## config.mk

```make
export PLATFORM = sky130hd
export DESIGN_NAME = cursor_draw_regs
export DESIGN_NICKNAME = d
export VERILOG_FILES = /design/src/verilog/cursor_draw_pkg.sv /design/src/verilog/cursor_draw_regs.sv
export VERILOG_INCLUDE_DIRS = /design/src /design/src/verilog
export SDC_FILE = /design/constraint.sdc
export NUM_CORES = 1
export LEC_CHECK = 0
export ABC_AREA = 0
export BUFFER_PORTS_ARGS = -buffer_cell sky130_fd_sc_hd__buf_2
export CAP_MARGIN = 20
export CORE_ASPECT_RATIO = 1.2
export CORE_MARGIN = 2
export CORE_UTILIZATION = 54
export CTS_CLUSTER_DIAMETER = 80
export CTS_CLUSTER_SIZE = 24
export DETAILED_ROUTE_END_ITERATION = 16
export PLACE_DENSITY = 0.8
export SLEW_MARGIN = 15
export SYNTH_ARGS = -nofsm -noshare
export SYNTH_HDL_FRONTEND = slang
export SYNTH_SLANG_ARGS = --single-unit
```

## constraint.sdc

```tcl
create_clock -name clk_sys -period 6.2 [get_ports clk_sys]
set_clock_uncertainty 0.2 [all_clocks]
set_input_delay 0 -clock clk_sys [delete_from_list [all_inputs] [get_ports clk_sys]]
set_output_delay 0 -clock clk_sys [all_outputs]
set_load 0.005 [all_outputs]
```

## src/verilog/cursor_draw_cfg.svh

```systemverilog
// Register offsets, field positions and reset values of the cursor and draw group.
// Assumes the 8-bit host register port with one-cycle read latency.
`ifndef CURSOR_DRAW_CFG_SVH
`define CURSOR_DRAW_CFG_SVH

`define CDR_ADDR_W 8
`define CDR_OFS_HORIZ_LOW 8'h5f
`define CDR_OFS_HORIZ_HIGH 8'h60
`define CDR_OFS_VERT_LOW 8'h61
`define CDR_OFS_VERT_HIGH 8'h62
`define CDR_OFS_TXT_X_LOW 8'h63
`define CDR_OFS_TXT_X_HIGH 8'h64
`define CDR_OFS_TXT_Y_LOW 8'h65
`define CDR_OFS_TXT_Y_HIGH 8'h66
`define CDR_OFS_DRAW_CTRL 8'h67
`define CDR_OFS_MODE 8'h70
`define CDR_OFS_INT_STAT 8'h71
`define CDR_OFS_INT_MASK 8'h72

`define CDR_RST_BYTE 8'h00
`define CDR_MODE_LINEAR_BIT 2
`define CDR_DRAW_START_BIT 7
`define CDR_DRAW_FILL_BIT 5
`define CDR_DRAW_SHAPE_BIT 1
`define CDR_HI_MASK 8'h1f
`define CDR_MODE_MASK 8'h07
`define CDR_DRAW_MASK 8'h22
`define CDR_INT_MASK_BITS 8'h01
`define CDR_COORD_W 13

`endif

```

## src/verilog/cursor_draw_pkg.sv

```systemverilog
// Types shared by the cursor and draw register group.
// Assumes cursor_draw_cfg.svh supplies all numeric constants.
`include "cursor_draw_cfg.svh"
package cursor_draw_pkg;
  typedef enum logic [1:0] {
    DRAW_IDLE = 2'b00,
    DRAW_BUSY = 2'b01
  } draw_state_t;

  typedef struct packed {
    logic fill;
    logic triangle;
  } draw_cmd_t;

  typedef struct packed {
    logic [`CDR_COORD_W-1:0] x;
    logic [`CDR_COORD_W-1:0] y;
  } coord_t;
endpackage : cursor_draw_pkg

```

## src/verilog/cursor_draw_regs.sv

```systemverilog
// Graphic position, text cursor and line/triangle draw control registers.
// Assumes synchronous host port inputs and an external draw engine and text writer.
//
// Functional notes
// - Mode bit 2: zero selects block X-Y, one selects linear byte address.
// - Linear address bits 7..0 come from the low horizontal register.
// - Linear address bits 15..13 and 12..8 come from high horizontal bits 7-5, 4-0.
// - Linear address bits 23..16 come from the low vertical register.
// - Linear address bits 31..29 come from high vertical bits 7-5.
// - Linear address bits 28..24 come from high vertical bits 4-0.
// - Block mode ignores high horizontal bits 7-5; bits 4-0 form X 12..8.
// - Block mode Y is low vertical plus high vertical bits 4-0.
// - Text cursor writes set position; reads return live updated position.
// - Text cursor X is 13 bits across low and high registers.
// - Text cursor Y is 13 bits across low and high registers.
// - Writing draw bit 7 one starts drawing; zero stops it.
// - Draw bit 7 reads one while drawing, zero once done.
// - Draw bit 5 selects triangle fill.
// - Draw bit 1 selects line or triangle.
`timescale 1ns/1ps
`include "cursor_draw_cfg.svh"
module cursor_draw_regs
  import cursor_draw_pkg::*;
(
  input wire logic clk_sys,
  input wire logic rst,
  input wire logic [`CDR_ADDR_W-1:0] reg_addr,
  input wire logic [7:0] reg_wdata,
  input wire logic reg_wr,
  input wire logic reg_rd,
  output logic [7:0] reg_rdata,
  output logic linear_mode,
  output logic [31:0] mem_addr,
  output coord_t gfx_pos,
  output coord_t text_pos,
  input wire logic text_adv,
  input wire coord_t text_pos_new,
  output logic draw_start,
  output logic draw_stop,
  output draw_cmd_t draw_cmd,
  input wire logic draw_done,
  output logic draw_busy,
  output logic irq
);

  // ****************************************************************
  // Register decode
  // ****************************************************************
  function automatic logic hit(input logic [`CDR_ADDR_W-1:0] a, input logic [7:0] ofs);
    hit = (a == ofs);
  endfunction : hit

  logic [7:0] horiz_low_reg, horiz_high_reg, vert_low_reg, vert_high_reg;
  logic [7:0] mode_reg, int_stat_reg, int_mask_reg;
  logic [7:0] txt_x_low_reg, txt_x_high_reg, txt_y_low_reg, txt_y_high_reg;
  logic fill_reg, triangle_reg;
  draw_state_t state_reg, state_next;

  wire wr_hl = reg_wr && hit(reg_addr, `CDR_OFS_HORIZ_LOW);
  wire wr_hh = reg_wr && hit(reg_addr, `CDR_OFS_HORIZ_HIGH);
  wire wr_vl = reg_wr && hit(reg_addr, `CDR_OFS_VERT_LOW);
  wire wr_vh = reg_wr && hit(reg_addr, `CDR_OFS_VERT_HIGH);
  wire wr_xl = reg_wr && hit(reg_addr, `CDR_OFS_TXT_X_LOW);
  wire wr_xh = reg_wr && hit(reg_addr, `CDR_OFS_TXT_X_HIGH);
  wire wr_yl = reg_wr && hit(reg_addr, `CDR_OFS_TXT_Y_LOW);
  wire wr_yh = reg_wr && hit(reg_addr, `CDR_OFS_TXT_Y_HIGH);
  wire wr_dc = reg_wr && hit(reg_addr, `CDR_OFS_DRAW_CTRL);
  wire wr_md = reg_wr && hit(reg_addr, `CDR_OFS_MODE);
  wire wr_is = reg_wr && hit(reg_addr, `CDR_OFS_INT_STAT);
  wire wr_im = reg_wr && hit(reg_addr, `CDR_OFS_INT_MASK);

  wire start_req = wr_dc && reg_wdata[`CDR_DRAW_START_BIT];
  wire stop_req = wr_dc && !reg_wdata[`CDR_DRAW_START_BIT];

  // ****************************************************************
  // Position mapping
  // ****************************************************************
  wire mode_linear = mode_reg[`CDR_MODE_LINEAR_BIT];
  wire [31:0] lin_addr = {vert_high_reg[7:5], vert_high_reg[4:0],
                          vert_low_reg,
                          horiz_high_reg[7:5], horiz_high_reg[4:0],
                          horiz_low_reg};
  // High bits 7-5 drop out in block mode
  wire [`CDR_COORD_W-1:0] blk_x = {horiz_high_reg[4:0], horiz_low_reg};
  wire [`CDR_COORD_W-1:0] blk_y = {vert_high_reg[4:0], vert_low_reg};

  // ****************************************************************
  // Draw sequencing
  // ****************************************************************
  always_comb begin
    state_next = state_reg;
    case (state_reg)
      DRAW_IDLE: if (start_req) state_next = DRAW_BUSY;
      DRAW_BUSY: if (stop_req || draw_done) state_next = DRAW_IDLE;
      default: state_next = DRAW_IDLE;
    endcase
  end

  wire busy_now = (state_reg == DRAW_BUSY);
  wire done_evt = busy_now && draw_done;
  wire [7:0] stat_set = {7'h00, done_evt};
  wire [7:0] stat_clr = wr_is ? (reg_wdata & `CDR_INT_MASK_BITS) : `CDR_RST_BYTE;
  // Set wins over a clear in the same cycle
  wire [7:0] int_stat_next = (int_stat_reg & ~stat_clr) | stat_set;

  // ****************************************************************
  // Read mux
  // ****************************************************************
  logic [7:0] rd_mux;
  wire [7:0] draw_rd = {busy_now, 1'b0, fill_reg, 3'b000, triangle_reg, 1'b0};
  always_comb begin
    case (reg_addr)
      `CDR_OFS_HORIZ_LOW: rd_mux = horiz_low_reg;
      `CDR_OFS_HORIZ_HIGH: rd_mux = horiz_high_reg;
      `CDR_OFS_VERT_LOW: rd_mux = vert_low_reg;
      `CDR_OFS_VERT_HIGH: rd_mux = vert_high_reg;
      `CDR_OFS_TXT_X_LOW: rd_mux = txt_x_low_reg;
      `CDR_OFS_TXT_X_HIGH: rd_mux = txt_x_high_reg & `CDR_HI_MASK;
      `CDR_OFS_TXT_Y_LOW: rd_mux = txt_y_low_reg;
      `CDR_OFS_TXT_Y_HIGH: rd_mux = txt_y_high_reg & `CDR_HI_MASK;
      `CDR_OFS_DRAW_CTRL: rd_mux = draw_rd;
      `CDR_OFS_MODE: rd_mux = mode_reg;
      `CDR_OFS_INT_STAT: rd_mux = int_stat_reg;
      `CDR_OFS_INT_MASK: rd_mux = int_mask_reg;
      default: rd_mux = `CDR_RST_BYTE;
    endcase
  end

  // ****************************************************************
  // Registers
  // ****************************************************************
  always_ff @(posedge clk_sys or posedge rst) begin
    if (rst) begin
      horiz_low_reg <= `CDR_RST_BYTE;
      horiz_high_reg <= `CDR_RST_BYTE;
      vert_low_reg <= `CDR_RST_BYTE;
      vert_high_reg <= `CDR_RST_BYTE;
      mode_reg <= `CDR_RST_BYTE;
      int_mask_reg <= `CDR_RST_BYTE;
      int_stat_reg <= `CDR_RST_BYTE;
    end else begin
      if (wr_hl) horiz_low_reg <= reg_wdata;
      if (wr_hh) horiz_high_reg <= reg_wdata;
      if (wr_vl) vert_low_reg <= reg_wdata;
      if (wr_vh) vert_high_reg <= reg_wdata;
      if (wr_md) mode_reg <= reg_wdata & `CDR_MODE_MASK;
      if (wr_im) int_mask_reg <= reg_wdata & `CDR_INT_MASK_BITS;
      int_stat_reg <= int_stat_next;
    end
  end

  // Host write takes priority over a same-cycle advance from the text writer
  always_ff @(posedge clk_sys or posedge rst) begin
    if (rst) begin
      txt_x_low_reg <= `CDR_RST_BYTE;
      txt_x_high_reg <= `CDR_RST_BYTE;
      txt_y_low_reg <= `CDR_RST_BYTE;
      txt_y_high_reg <= `CDR_RST_BYTE;
    end else begin
      if (wr_xl) txt_x_low_reg <= reg_wdata;
      else if (text_adv) txt_x_low_reg <= text_pos_new.x[7:0];
      if (wr_xh) txt_x_high_reg <= reg_wdata & `CDR_HI_MASK;
      else if (text_adv) txt_x_high_reg <= {3'b000, text_pos_new.x[12:8]};
      if (wr_yl) txt_y_low_reg <= reg_wdata;
      else if (text_adv) txt_y_low_reg <= text_pos_new.y[7:0];
      if (wr_yh) txt_y_high_reg <= reg_wdata & `CDR_HI_MASK;
      else if (text_adv) txt_y_high_reg <= {3'b000, text_pos_new.y[12:8]};
    end
  end

  always_ff @(posedge clk_sys or posedge rst) begin
    if (rst) begin
      state_reg <= DRAW_IDLE;
      fill_reg <= 1'b0;
      triangle_reg <= 1'b0;
    end else begin
      state_reg <= state_next;
      if (wr_dc) begin
        fill_reg <= reg_wdata[`CDR_DRAW_FILL_BIT];
        triangle_reg <= reg_wdata[`CDR_DRAW_SHAPE_BIT];
      end
    end
  end

  // ****************************************************************
  // Outputs, all registered
  // ****************************************************************
  always_ff @(posedge clk_sys or posedge rst) begin
    if (rst) begin
      reg_rdata <= `CDR_RST_BYTE;
      linear_mode <= 1'b0;
      mem_addr <= 32'h0000_0000;
      gfx_pos <= '0;
      text_pos <= '0;
      draw_start <= 1'b0;
      draw_stop <= 1'b0;
      draw_cmd <= '0;
      draw_busy <= 1'b0;
      irq <= 1'b0;
    end else begin
      reg_rdata <= reg_rd ? rd_mux : `CDR_RST_BYTE;
      linear_mode <= mode_linear;
      mem_addr <= mode_linear ? lin_addr : 32'h0000_0000;
      gfx_pos.x <= mode_linear ? '0 : blk_x;
      gfx_pos.y <= mode_linear ? '0 : blk_y;
      text_pos.x <= {txt_x_high_reg[4:0], txt_x_low_reg};
      text_pos.y <= {txt_y_high_reg[4:0], txt_y_low_reg};
      draw_start <= start_req && !busy_now;
      draw_stop <= stop_req && busy_now;
      if (start_req && !busy_now) begin
        draw_cmd.fill <= reg_wdata[`CDR_DRAW_FILL_BIT];
        draw_cmd.triangle <= reg_wdata[`CDR_DRAW_SHAPE_BIT];
      end
      draw_busy <= (state_next == DRAW_BUSY);
      irq <= |(int_stat_next & int_mask_reg);
    end
  end

  // ****************************************************************
  // Checks
  // ****************************************************************
  property p_start_busy;
    @(posedge clk_sys) disable iff (rst)
    (start_req && !busy_now) |=> busy_now;
  endproperty
  a_start_busy: assert property (p_start_busy) else $error("Start did not set busy");

  property p_stop_idle;
    @(posedge clk_sys) disable iff (rst)
    stop_req |=> !busy_now;
  endproperty
  a_stop_idle: assert property (p_stop_idle) else $error("Stop did not clear busy");

  property p_busy_read;
    @(posedge clk_sys) disable iff (rst)
    (reg_rd && hit(reg_addr, `CDR_OFS_DRAW_CTRL))
      |=> (reg_rdata[`CDR_DRAW_START_BIT] == $past(busy_now));
  endproperty
  a_busy_read: assert property (p_busy_read) else $error("Busy bit read wrong");

  property p_lin_addr;
    @(posedge clk_sys) disable iff (rst)
    mode_linear |=> (mem_addr == $past(lin_addr));
  endproperty
  a_lin_addr: assert property (p_lin_addr) else $error("Linear address wrong");

  property p_blk_x;
    @(posedge clk_sys) disable iff (rst)
    !mode_linear |=> (gfx_pos.x == {$past(horiz_high_reg[4:0]), $past(horiz_low_reg)});
  endproperty
  a_blk_x: assert property (p_blk_x) else $error("Block X wrong");

  property p_blk_y;
    @(posedge clk_sys) disable iff (rst)
    !mode_linear |=> (gfx_pos.y == {$past(vert_high_reg[4:0]), $past(vert_low_reg)});
  endproperty
  a_blk_y: assert property (p_blk_y) else $error("Block Y wrong");

  property p_txt_adv;
    @(posedge clk_sys) disable iff (rst)
    (text_adv && !wr_xl) |=> ##1 (text_pos.x[7:0] == $past(text_pos_new.x[7:0], 2));
  endproperty
  a_txt_adv: assert property (p_txt_adv) else $error("Text cursor not updated");

  property p_hi_zero;
    @(posedge clk_sys) disable iff (rst)
    (reg_rd && hit(reg_addr, `CDR_OFS_TXT_Y_HIGH)) |=> (reg_rdata[7:5] == 3'b000);
  endproperty
  a_hi_zero: assert property (p_hi_zero) else $error("Reserved bits nonzero");

  property p_fill_cmd;
    @(posedge clk_sys) disable iff (rst)
    (start_req && !busy_now) |=> (draw_cmd.fill == $past(reg_wdata[`CDR_DRAW_FILL_BIT]));
  endproperty
  a_fill_cmd: assert property (p_fill_cmd) else $error("Fill not passed");

  property p_lin_h_hi;
    @(posedge clk_sys) disable iff (rst)
    mode_linear |=> (mem_addr[15:13] == $past(horiz_high_reg[7:5]))
                    && (mem_addr[12:8] == $past(horiz_high_reg[4:0]));
  endproperty
  a_lin_h_hi: assert property (p_lin_h_hi) else $error("Linear address 15..8 wrong");

  property p_lin_v_lo;
    @(posedge clk_sys) disable iff (rst)
    mode_linear |=> (mem_addr[23:16] == $past(vert_low_reg));
  endproperty
  a_lin_v_lo: assert property (p_lin_v_lo) else $error("Linear address 23..16 wrong");

  property p_lin_v_top;
    @(posedge clk_sys) disable iff (rst)
    mode_linear |=> (mem_addr[31:29] == $past(vert_high_reg[7:5]));
  endproperty
  a_lin_v_top: assert property (p_lin_v_top) else $error("Linear address 31..29 wrong");

  property p_lin_v_mid;
    @(posedge clk_sys) disable iff (rst)
    mode_linear |=> (mem_addr[28:24] == $past(vert_high_reg[4:0]));
  endproperty
  a_lin_v_mid: assert property (p_lin_v_mid) else $error("Linear address 28..24 wrong");

  property p_mode_out;
    @(posedge clk_sys) disable iff (rst)
    1'b1 |=> (linear_mode == $past(mode_linear));
  endproperty
  a_mode_out: assert property (p_mode_out) else $error("Mode output wrong");

  property p_txt_x;
    @(posedge clk_sys) disable iff (rst)
    1'b1 |=> (text_pos.x == {$past(txt_x_high_reg[4:0]), $past(txt_x_low_reg)});
  endproperty
  a_txt_x: assert property (p_txt_x) else $error("Text X output wrong");

  property p_txt_y;
    @(posedge clk_sys) disable iff (rst)
    1'b1 |=> (text_pos.y == {$past(txt_y_high_reg[4:0]), $past(txt_y_low_reg)});
  endproperty
  a_txt_y: assert property (p_txt_y) else $error("Text Y output wrong");

  property p_txt_host;
    @(posedge clk_sys) disable iff (rst)
    wr_xl |=> (txt_x_low_reg == $past(reg_wdata));
  endproperty
  a_txt_host: assert property (p_txt_host) else $error("Host cursor write lost");

  property p_tri_cmd;
    @(posedge clk_sys) disable iff (rst)
    (start_req && !busy_now) |=> (draw_cmd.triangle == $past(reg_wdata[`CDR_DRAW_SHAPE_BIT]));
  endproperty
  a_tri_cmd: assert property (p_tri_cmd) else $error("Shape not passed");

  property p_start_pulse;
    @(posedge clk_sys) disable iff (rst)
    draw_start |=> !draw_start;
  endproperty
  a_start_pulse: assert property (p_start_pulse) else $error("Start pulse too long");

  property p_stop_out;
    @(posedge clk_sys) disable iff (rst)
    draw_stop |-> !busy_now;
  endproperty
  a_stop_out: assert property (p_stop_out) else $error("Stop pulse while busy");

  property p_busy_out;
    @(posedge clk_sys) disable iff (rst)
    draw_busy == busy_now;
  endproperty
  a_busy_out: assert property (p_busy_out) else $error("Busy output wrong");

  property p_done_idle;
    @(posedge clk_sys) disable iff (rst)
    done_evt |=> (!busy_now && int_stat_reg[0]);
  endproperty
  a_done_idle: assert property (p_done_idle) else $error("Completion not seen");

  property p_irq_src;
    @(posedge clk_sys) disable iff (rst)
    irq |-> (|int_stat_reg);
  endproperty
  a_irq_src: assert property (p_irq_src) else $error("Interrupt without status");

  property p_rdata_idle;
    @(posedge clk_sys) disable iff (rst)
    !reg_rd |=> (reg_rdata == `CDR_RST_BYTE);
  endproperty
  a_rdata_idle: assert property (p_rdata_idle) else $error("Read data without read");

  property p_draw_rsvd;
    @(posedge clk_sys) disable iff (rst)
    (reg_rd && hit(reg_addr, `CDR_OFS_DRAW_CTRL)) |=> !(reg_rdata[6] || reg_rdata[0] || (|reg_rdata[4:2]));
  endproperty
  a_draw_rsvd: assert property (p_draw_rsvd) else $error("Draw reserved bits nonzero");

  property p_xhi_zero;
    @(posedge clk_sys) disable iff (rst)
    (reg_rd && hit(reg_addr, `CDR_OFS_TXT_X_HIGH)) |=> (reg_rdata[7:5] == 3'b000);
  endproperty
  a_xhi_zero: assert property (p_xhi_zero) else $error("Reserved bits nonzero");

  c_draw_done: cover property (@(posedge clk_sys) disable iff (rst) done_evt);
  c_draw_stop: cover property (@(posedge clk_sys) disable iff (rst) stop_req && busy_now);
  c_lin_mode: cover property (@(posedge clk_sys) disable iff (rst) mode_linear && wr_vh);
  c_irq: cover property (@(posedge clk_sys) disable iff (rst) irq);
  c_fill: cover property (@(posedge clk_sys) disable iff (rst) draw_start && draw_cmd.fill);

endmodule : cursor_draw_regs

```

==> flow_results.xml, run 1 <==
<?xml version="1.0" encoding="UTF-8"?>
<metrics>
  <group name="clock_network">
    <metric name="clkSlewWorstSetupHoldPaths" unit="ns">0.06</metric>
    <metric name="clock-sinks" unit="">166</metric>
    <metric name="cts_max_path_buffers" unit="">2</metric>
    <metric name="clock_latency_reported_for_the_late_side_of_the_worst_skew_pair" unit="ns">0.42</metric>
    <metric name="root_buffer" unit="">clkbuf_16</metric>
    <metric name="tritoncts" unit="">done</metric>
    <metric name="cts_inserted_buffers" unit="">17</metric>
    <metric name="ctsHtreeMaxLevel" unit="">4</metric>
  </group>
  <group name="final_layout">
    <metric name="final-instance-count-excl-fill" unit="">881</metric>
    <metric name="antenna_cell_count" unit="">0</metric>
    <metric name="final.fill_count" unit="">875</metric>
    <metric name="top_register" unit="">mem_addr</metric>
    <metric name="layout_commonest_cell" unit="">dfrtp_1</metric>
    <metric name="flow.area_growth_from_synthesis" unit="%">31.2</metric>
    <metric name="layout.cell_area.non_filler" unit="µm²">8620</metric>
    <metric name="drive_gt1_share" unit="%">33.9</metric>
    <metric name="layout_common_cells" unit="">dfrtp_1 (166), buf_2 (146), dlygate4sd3_1 (65)</metric>
    <metric name="finalCoreUtilization" unit="%">71.8</metric>
    <metric name="final_nets" unit="">756</metric>
    <metric name="largest_registers" unit="">mem_addr: 32 flops, gfx_pos: 26 flops, text_pos: 26 flops</metric>
    <metric name="largest_register_ffs" unit="">32</metric>
  </group>
  <group name="placed_design">
    <metric name="dpl-instance-area" unit="µm²">7370</metric>
    <metric name="routability_driven_placement_congestion_ratio" unit="">0.879</metric>
    <metric name="hpwlAfterDp" unit="mm">10.6</metric>
    <metric name="worst_setup_slack_post_dpl" unit="ns">3.94</metric>
    <metric name="placed_cells" unit="">785</metric>
    <metric name="io_buffers" unit="">146</metric>
  </group>
  <group name="yosys">
    <metric name="synth.ff_latch_count" unit="">166</metric>
    <metric name="yosysSeqAreaShare" unit="%">63.2</metric>
    <metric name="ys_warn_count" unit="">0</metric>
    <metric name="netlist.area_leader.share" unit="%">63.2</metric>
    <metric name="synthesis.nets" unit="">554</metric>
    <metric name="synth.largest_area_cell" unit="">dfrtp_1</metric>
    <metric name="synth_ff_type" unit="">dfrtp_1</metric>
    <metric name="synthDistinctLibCells" unit="">50</metric>
    <metric name="total_standard_cell_area_after_synthesis" unit="µm²">6570</metric>
    <metric name="synth-async-reset-ratio" unit="%">100</metric>
    <metric name="syn-instance-count" unit="">506</metric>
    <metric name="synth_enable_flop_cells" unit="">0</metric>
    <metric name="syn_area_per_cell" unit="µm²">13.0</metric>
    <metric name="synth_area_leaders" unit="">dfrtp_1 (63%), mux2_2 (7.2%), mux2i_1 (5.0%)</metric>
  </group>
  <group name="timing">
    <metric name="worst_pin_slew" unit="ns">0.994</metric>
    <metric name="min_period_over_period" unit="%">47.7</metric>
    <metric name="period_minus_slack" unit="ns">2.96</metric>
    <metric name="setup_viol" unit="">0</metric>
    <metric name="setup_ws" unit="ns">3.24</metric>
    <metric name="rsz0062_at_grt" unit="">no</metric>
    <metric name="final-max-slew-violation-count" unit="">0</metric>
    <metric name="maxClockFrequency" unit="MHz">338</metric>
    <metric name="report.final.hold_viol_count" unit="">0</metric>
    <metric name="slew_headroom" unit="%">33.4</metric>
    <metric name="totalNegativeSetupSlack" unit="ns">0</metric>
  </group>
  <group name="power_and_ir_drop">
    <metric name="max-vdd-ir-drop" unit="µV">164</metric>
    <metric name="power-per-cell-area" unit="nW/µm²">285</metric>
    <metric name="p_leak" unit="µW">0.00434</metric>
  </group>
  <group name="critical_path">
    <metric name="crit_start" unit="">reg_addr[4]</metric>
    <metric name="regToRegStartpoint" unit="">vert_low_reg[5]</metric>
    <metric name="rrSetupSlack" unit="ns">4.09</metric>
    <metric name="arrival" unit="ns">3.06</metric>
    <metric name="cp_data_required_time" unit="ns">6.30</metric>
    <metric name="path_max_fanout" unit="">16</metric>
    <metric name="worst_setup_path_end_kind" unit="">flip-flop</metric>
    <metric name="critical_path_class" unit="">in2reg</metric>
    <metric name="start_kind" unit="">input pin</metric>
  </group>
  <group name="floorplan">
    <metric name="number_of_primary_i_o_pins" unit="">147</metric>
    <metric name="core_region_area" unit="µm²">12000</metric>
    <metric name="rows" unit="">44</metric>
    <metric name="dieArea" unit="µm²">13100</metric>
    <metric name="floorplan.die.height" unit="µm">125</metric>
    <metric name="dieWidth" unit="µm">105</metric>
    <metric name="initial_core_util" unit="%">54.7</metric>
  </group>
  <group name="drt">
    <metric name="dr.first_iter.drc_count" unit="">340</metric>
    <metric name="drt-total-wl" unit="mm">16.4</metric>
    <metric name="routed-via-count" unit="">4752</metric>
    <metric name="route.detailed.drc" unit="">0</metric>
    <metric name="route.detailed.vias_per_inst" unit="">5.39</metric>
    <metric name="post_drt_antenna_nets" unit="">0</metric>
    <metric name="dr.pass1.iters" unit="">5</metric>
    <metric name="routed_wire_length_per_instance" unit="µm">18.6</metric>
  </group>
  <group name="hold_path">
    <metric name="worstHoldStart" unit="">reg_addr[6]</metric>
    <metric name="hold_class" unit="">in2reg</metric>
  </group>
  <group name="global_route">
    <metric name="number_of_global_route_vias_before_repair" unit="">4790</metric>
    <metric name="globalRoute.totalOverflow" unit="">0</metric>
    <metric name="grt_antenna_before_repair" unit="">0</metric>
    <metric name="maximum_number_of_pins_on_one_net_before_global_route_repair" unit="">105</metric>
    <metric name="grt_pass1_wl" unit="mm">26.0</metric>
    <metric name="globalRouteTotalUtil" unit="%">26.3</metric>
  </group>
  <group name="job">
    <metric name="number_of_maximum_capacitance_violations" unit="">0</metric>
  </group>
  <group name="run_status">
    <metric name="outcome" unit="">finished, final reports clean</metric>
  </group>
</metrics>
-- worst max-delay path, cell delays in order --
cell,delay [ns]
dlygate4sd3_1,0.54
buf_2,0.15
nand2b_1,0.53
nor3_2,0.98
o21ai_0,0.24
dlygate4sd3_1,0.61
-- metrics by stage --
stage,hold slack [ns],power [µW]
3_3_place_gp,0.0312,1360
5_1_grt,0.0718,2540
2_1_floorplan,-0.0832,1280
4_1_cts,0.00363,2460
3_5_place_dp,0.0424,1370
6_report,0.0203,2460
-- synthesized netlist by cell type (3+ instances only) --
| library cell | instances |
|---|---|
| dfrtp_1 | 166 |
| clkbuf_1 | 16 |
| mux2i_1 | 33 |
| o21ai_0 | 24 |
| a22o_1 | 4 |
| nand2_1 | 30 |
| a21oi_2 | 8 |
| nand2b_1 | 3 |
| nor4_1 | 4 |
| and2_1 | 35 |
| buf_2 | 10 |
| buf_6 | 3 |
| nand3_1 | 7 |
| nand3b_1 | 3 |
| nor2b_1 | 27 |
| a21oi_1 | 5 |
| nor3b_1 | 3 |
| a22oi_1 | 6 |
| nor3_1 | 12 |
| nor2_1 | 13 |
| inv_1 | 10 |
| a41oi_1 | 3 |
| mux2_2 | 42 |
| nor3_2 | 5 |
-- where the power goes --
part / switching, µW / leakage (µW) / total (µW) / internal (µW)
Sequential: 39.6 / 0.00218 / 1180 / 1140
Clock: 420 / 0.000287 / 1060 / 644
Combinational: 109 / 0.00187 / 215 / 106
Total: 568 / 0.00434 / 2460 / 1890
-- cell type report --
type / count / area (µm²) / share of cell area [%]
well taps: 161 / 201 / 2.34
multi-input cells: 300 / 2230 / 25.9
clock inverters: 11 / 150 / 1.74
clock buffers: 20 / 447 / 5.18
flip-flops and latches: 166 / 4150 / 48.2
repair buffers: 213 / 1400 / 16.2
inverters: 10 / 42.5 / 0.493
-- what timing repair did --
item,in CTS,in global routing
endpoints found under the hold margin,180,0
setup buffers,0,0
resized for setup,0,0
hold buffers,65,0
-- metal layers --
metal	part of all wire, %	wire length, µm	GRT usage (%)
met1	41	6660	33.8
met2	52	8500	43.9
met3	4.5	743	5.18
met4	2.9	477	10.8
met5	0	0	0
-- path summary, 6_finish.rpt --
kind | end | depth (start not counted)
max | txt_x_low_reg[0] | 6
min reg2reg | text_pos[23] | 0
min in group asynchronous | gfx_pos[24] | 3
min | reg_rdata[7] | 5
max in group asynchronous | gfx_pos[5] | 4
max reg2reg | reg_rdata[5] | 4
-- logic make-up (layout without fill, tap and decap cells) --
kind of cell	after synthesis	after routing	synth area share [%]
compound gates	65	65	6.57
buf+inv	40	254	2.82
flops	166	166	63.2
mux	77	77	12.9
other cells	1	1	0.0571
simple gates	157	157	14.4
No activity file was read; power rests on OpenSTA's default activity.
==> run 2, diff against run 1 <==
- ABC_AREA: 0 -> 1
- PLACE_DENSITY: 0.8 -> 0.79
- clock period: 6.2 -> 2.9 ns (I/O delays scaled with it)
==> flow_results.xml, run 2 <==
<?xml version="1.0" encoding="UTF-8"?>
<metrics>
  <group name="final_layout">
    <metric name="layout.cell_area.non_filler" unit="µm²">9020</metric>
    <metric name="sequential_area" unit="µm²">4160</metric>
    <metric name="multi_input_area" unit="µm²">2120</metric>
    <metric name="drive_gt1_share" unit="%">27.7</metric>
    <metric name="layout_common_cells" unit="">dfrtp_1 (165), buf_2 (146), nand2_1 (144)</metric>
    <metric name="largest_registers" unit="">mem_addr: 32 flops, gfx_pos: 26 flops, text_pos: 26 flops</metric>
    <metric name="antenna_cell_count" unit="">0</metric>
    <metric name="final.fill_count" unit="">892</metric>
    <metric name="final_nets" unit="">972</metric>
    <metric name="top_register" unit="">mem_addr</metric>
    <metric name="flow.area_growth_from_synthesis" unit="%">32.0</metric>
    <metric name="layout_commonest_cell" unit="">dfrtp_1</metric>
    <metric name="largest_register_ffs" unit="">32</metric>
  </group>
  <group name="yosys">
    <metric name="synth.largest_area_cell" unit="">dfrtp_1</metric>
    <metric name="ys_warn_count" unit="">0</metric>
    <metric name="synth_area_leaders" unit="">dfrtp_1 (61%), nand2_1 (7.9%), nand3_1 (6.3%)</metric>
    <metric name="synth_ff_type" unit="">dfrtp_1</metric>
    <metric name="netlist.area_leader.share" unit="%">60.8</metric>
    <metric name="syn_area_per_cell" unit="µm²">9.75</metric>
    <metric name="synth.ff_latch_count" unit="">166</metric>
    <metric name="yosysSeqAreaShare" unit="%">60.8</metric>
    <metric name="synthDistinctLibCells" unit="">31</metric>
    <metric name="synthesis.nets" unit="">749</metric>
    <metric name="ys_top_cells_by_count" unit="">dfrtp_1 (166), nand2_1 (144), inv_1 (91)</metric>
    <metric name="syn-instance-count" unit="">701</metric>
    <metric name="synth-async-reset-ratio" unit="%">100</metric>
    <metric name="dominant_cell_by_count_in_the_synthesized_netlist" unit="">dfrtp_1</metric>
    <metric name="total_standard_cell_area_after_synthesis" unit="µm²">6840</metric>
    <metric name="synth_enable_flop_cells" unit="">0</metric>
  </group>
  <group name="power_and_ir_drop">
    <metric name="max-vdd-ir-drop" unit="µV">373</metric>
    <metric name="p_leak" unit="µW">0.00492</metric>
    <metric name="power-per-cell-area" unit="nW/µm²">578</metric>
  </group>
  <group name="critical_path">
    <metric name="regToRegStartpoint" unit="">txt_y_high_reg[0]</metric>
    <metric name="path_max_fanout" unit="">13</metric>
    <metric name="arrival" unit="ns">2.73</metric>
    <metric name="rrSetupSlack" unit="ns">1.33</metric>
    <metric name="crit_start" unit="">reg_addr[3]</metric>
    <metric name="reg2reg_depth" unit="">5</metric>
    <metric name="worst_setup_path_end_kind" unit="">flip-flop</metric>
    <metric name="endpoint_of_the_worst_slack_reg_to_reg_timing_path" unit="">txt_y_high_reg[0]</metric>
    <metric name="cp_data_required_time" unit="ns">3.00</metric>
    <metric name="critPathCapture" unit="">txt_x_high_reg[3]</metric>
    <metric name="start_kind" unit="">input pin</metric>
    <metric name="critical_path_class" unit="">in2reg</metric>
  </group>
  <group name="run_status">
    <metric name="outcome" unit="">finished, final reports clean</metric>
  </group>
  <group name="placed_design">
    <metric name="routability_driven_placement_congestion_ratio" unit="">0.959</metric>
    <metric name="io_buffers" unit="">146</metric>
    <metric name="dpl-instance-area" unit="µm²">7670</metric>
    <metric name="worst_setup_slack_post_dpl" unit="ns">0.966</metric>
    <metric name="hpwlAfterDp" unit="mm">11.3</metric>
  </group>
  <group name="floorplan">
    <metric name="rows" unit="">45</metric>
    <metric name="dieWidth" unit="µm">107</metric>
    <metric name="initial_core_util" unit="%">54.7</metric>
    <metric name="floorplan.die.height" unit="µm">127</metric>
    <metric name="number_of_primary_i_o_pins" unit="">147</metric>
    <metric name="core_region_area" unit="µm²">12500</metric>
    <metric name="dieArea" unit="µm²">13600</metric>
  </group>
  <group name="clock_network">
    <metric name="root_buffer" unit="">clkbuf_16</metric>
    <metric name="clock-sinks" unit="">166</metric>
    <metric name="cts_inserted_buffers" unit="">17</metric>
    <metric name="tritoncts" unit="">done</metric>
    <metric name="clock_latency_reported_for_the_late_side_of_the_worst_skew_pair" unit="ns">0.42</metric>
    <metric name="clkSlewWorstSetupHoldPaths" unit="ns">0.07</metric>
    <metric name="ctsHtreeMaxLevel" unit="">4</metric>
    <metric name="cts_max_path_buffers" unit="">2</metric>
  </group>
  <group name="global_route">
    <metric name="globalRouteTotalUtil" unit="%">27.3</metric>
    <metric name="grt_antenna_before_repair" unit="">0</metric>
    <metric name="use_met1" unit="%">33.0</metric>
    <metric name="gr-usage-met3" unit="%">5.87</metric>
    <metric name="globalRoute.totalOverflow" unit="">0</metric>
    <metric name="top_usage_layer" unit="">met2</metric>
    <metric name="maximum_number_of_pins_on_one_net_before_global_route_repair" unit="">60</metric>
    <metric name="gr-usage-met2" unit="%">46.1</metric>
    <metric name="grt_pass1_wl" unit="mm">28.2</metric>
    <metric name="number_of_global_route_vias_before_repair" unit="">5651</metric>
  </group>
  <group name="timing">
    <metric name="min_period_over_period" unit="%">90.8</metric>
    <metric name="rsz0062_at_grt" unit="">no</metric>
    <metric name="report.final.hold_viol_count" unit="">0</metric>
    <metric name="final-max-slew-violation-count" unit="">0</metric>
    <metric name="worst_pin_slew" unit="ns">0.726</metric>
    <metric name="period_minus_slack" unit="ns">2.63</metric>
    <metric name="slew_headroom" unit="%">51.5</metric>
    <metric name="totalNegativeSetupSlack" unit="ns">0</metric>
    <metric name="maxClockFrequency" unit="MHz">380</metric>
    <metric name="setup_ws" unit="ns">0.267</metric>
    <metric name="setup_viol" unit="">0</metric>
  </group>
  <group name="drt">
    <metric name="dr.pass1.iters" unit="">5</metric>
    <metric name="drt-total-wl" unit="mm">17.5</metric>
    <metric name="route.detailed.vias_per_inst" unit="">5.14</metric>
    <metric name="dr.first_iter.drc_count" unit="">407</metric>
    <metric name="post_drt_antenna_nets" unit="">0</metric>
    <metric name="routed_wire_length_per_instance" unit="µm">15.9</metric>
    <metric name="routed-via-count" unit="">5662</metric>
    <metric name="route.detailed.drc" unit="">0</metric>
  </group>
  <group name="hold_path">
    <metric name="hold_class" unit="">in2reg</metric>
  </group>
  <group name="job">
    <metric name="number_of_maximum_capacitance_violations" unit="">0</metric>
  </group>
</metrics>
## run 2: layout make-up
class                      instances  share of cell area, %
inverter                         102                   4.29
clock buffer                      17                   4.72
clock inverter                    15                   1.60
sequential                       166                   46.1
timing repair buffer             232                   17.6
multi-input combinational        405                   23.5
tap                              164                   2.27
## run 2: what timing repair did
action                     in CTS  in global routing
setup buffers                   0                  4
hold buffers                   74                  0
hold endpoints to repair      169                  0
resized for setup               0                  1
setup endpoints to repair       0                  3
## run 2: stage by stage
stage	utilization, %	std cells	hold slack [ns]	total power [µW]
3_5_place_dp	61.4	991	-0.0480	3000
5_1_grt	72.2	1101	0.0516	5420
3_3_place_gp	61.4	991	-0.0516	2990
6_report	72.2	1101	0.0136	5220
2_1_floorplan	-	701	-0.0961	2790
4_1_cts	71.9	1097	0.00271	5220
## run 2: routing by layer
metal	vias up	wire length, µm	share of wire, %
met2	244	8920	51
met5	-	0	0
met3	57	994	5.7
met1	2695	6780	39
li1	2666	-	-
met4	0	758	4.3
## run 2: worst min-delay path by stage
stage | cells after the start | startpoint | slack, ns | to
2_1_floorplan | 2 | reg_rd | -0.1 | reg_rdata[0]
3_3_place_gp | 2 | rst | -0.05 | mem_addr[25]
3_5_place_dp | 2 | rst | -0.05 | mem_addr[24]
4_1_cts | 5 | text_adv | 0.003 | txt_x_high_reg[0]
5_1_grt | 5 | text_adv | 0.05 | txt_x_high_reg[0]
6_report | 5 | text_adv | 0.01 | txt_x_high_reg[0]
## run 2: power by group
part	internal [µW]	switching [µW]
Combinational	224	284
Sequential	2460	89.0
Clock	1200	963
Total	3880	1340
## run 2: critical path, cell delays in order
cell	delay, ns
dlygate4sd3_1	0.53
buf_2	0.16
inv_2	0.10
nand2_4	0.10
nor2_4	0.22
nand3_4	0.20
nand3_1	0.14
dlygate4sd3_1	0.60
o211ai_2	0.09
dlygate4sd3_1	0.58
## run 2: cells by family (layout without fill, tap and decap cells)
logic type / Yosys count / after routing / share of synthesized area [%]
compound gates: 78 / 78 / 7.96
simple gates: 326 / 326 / 22.8
buf+inv: 130 / 366 / 8.37
other cells: 1 / 1 / 0.0549
flops: 166 / 166 / 60.8
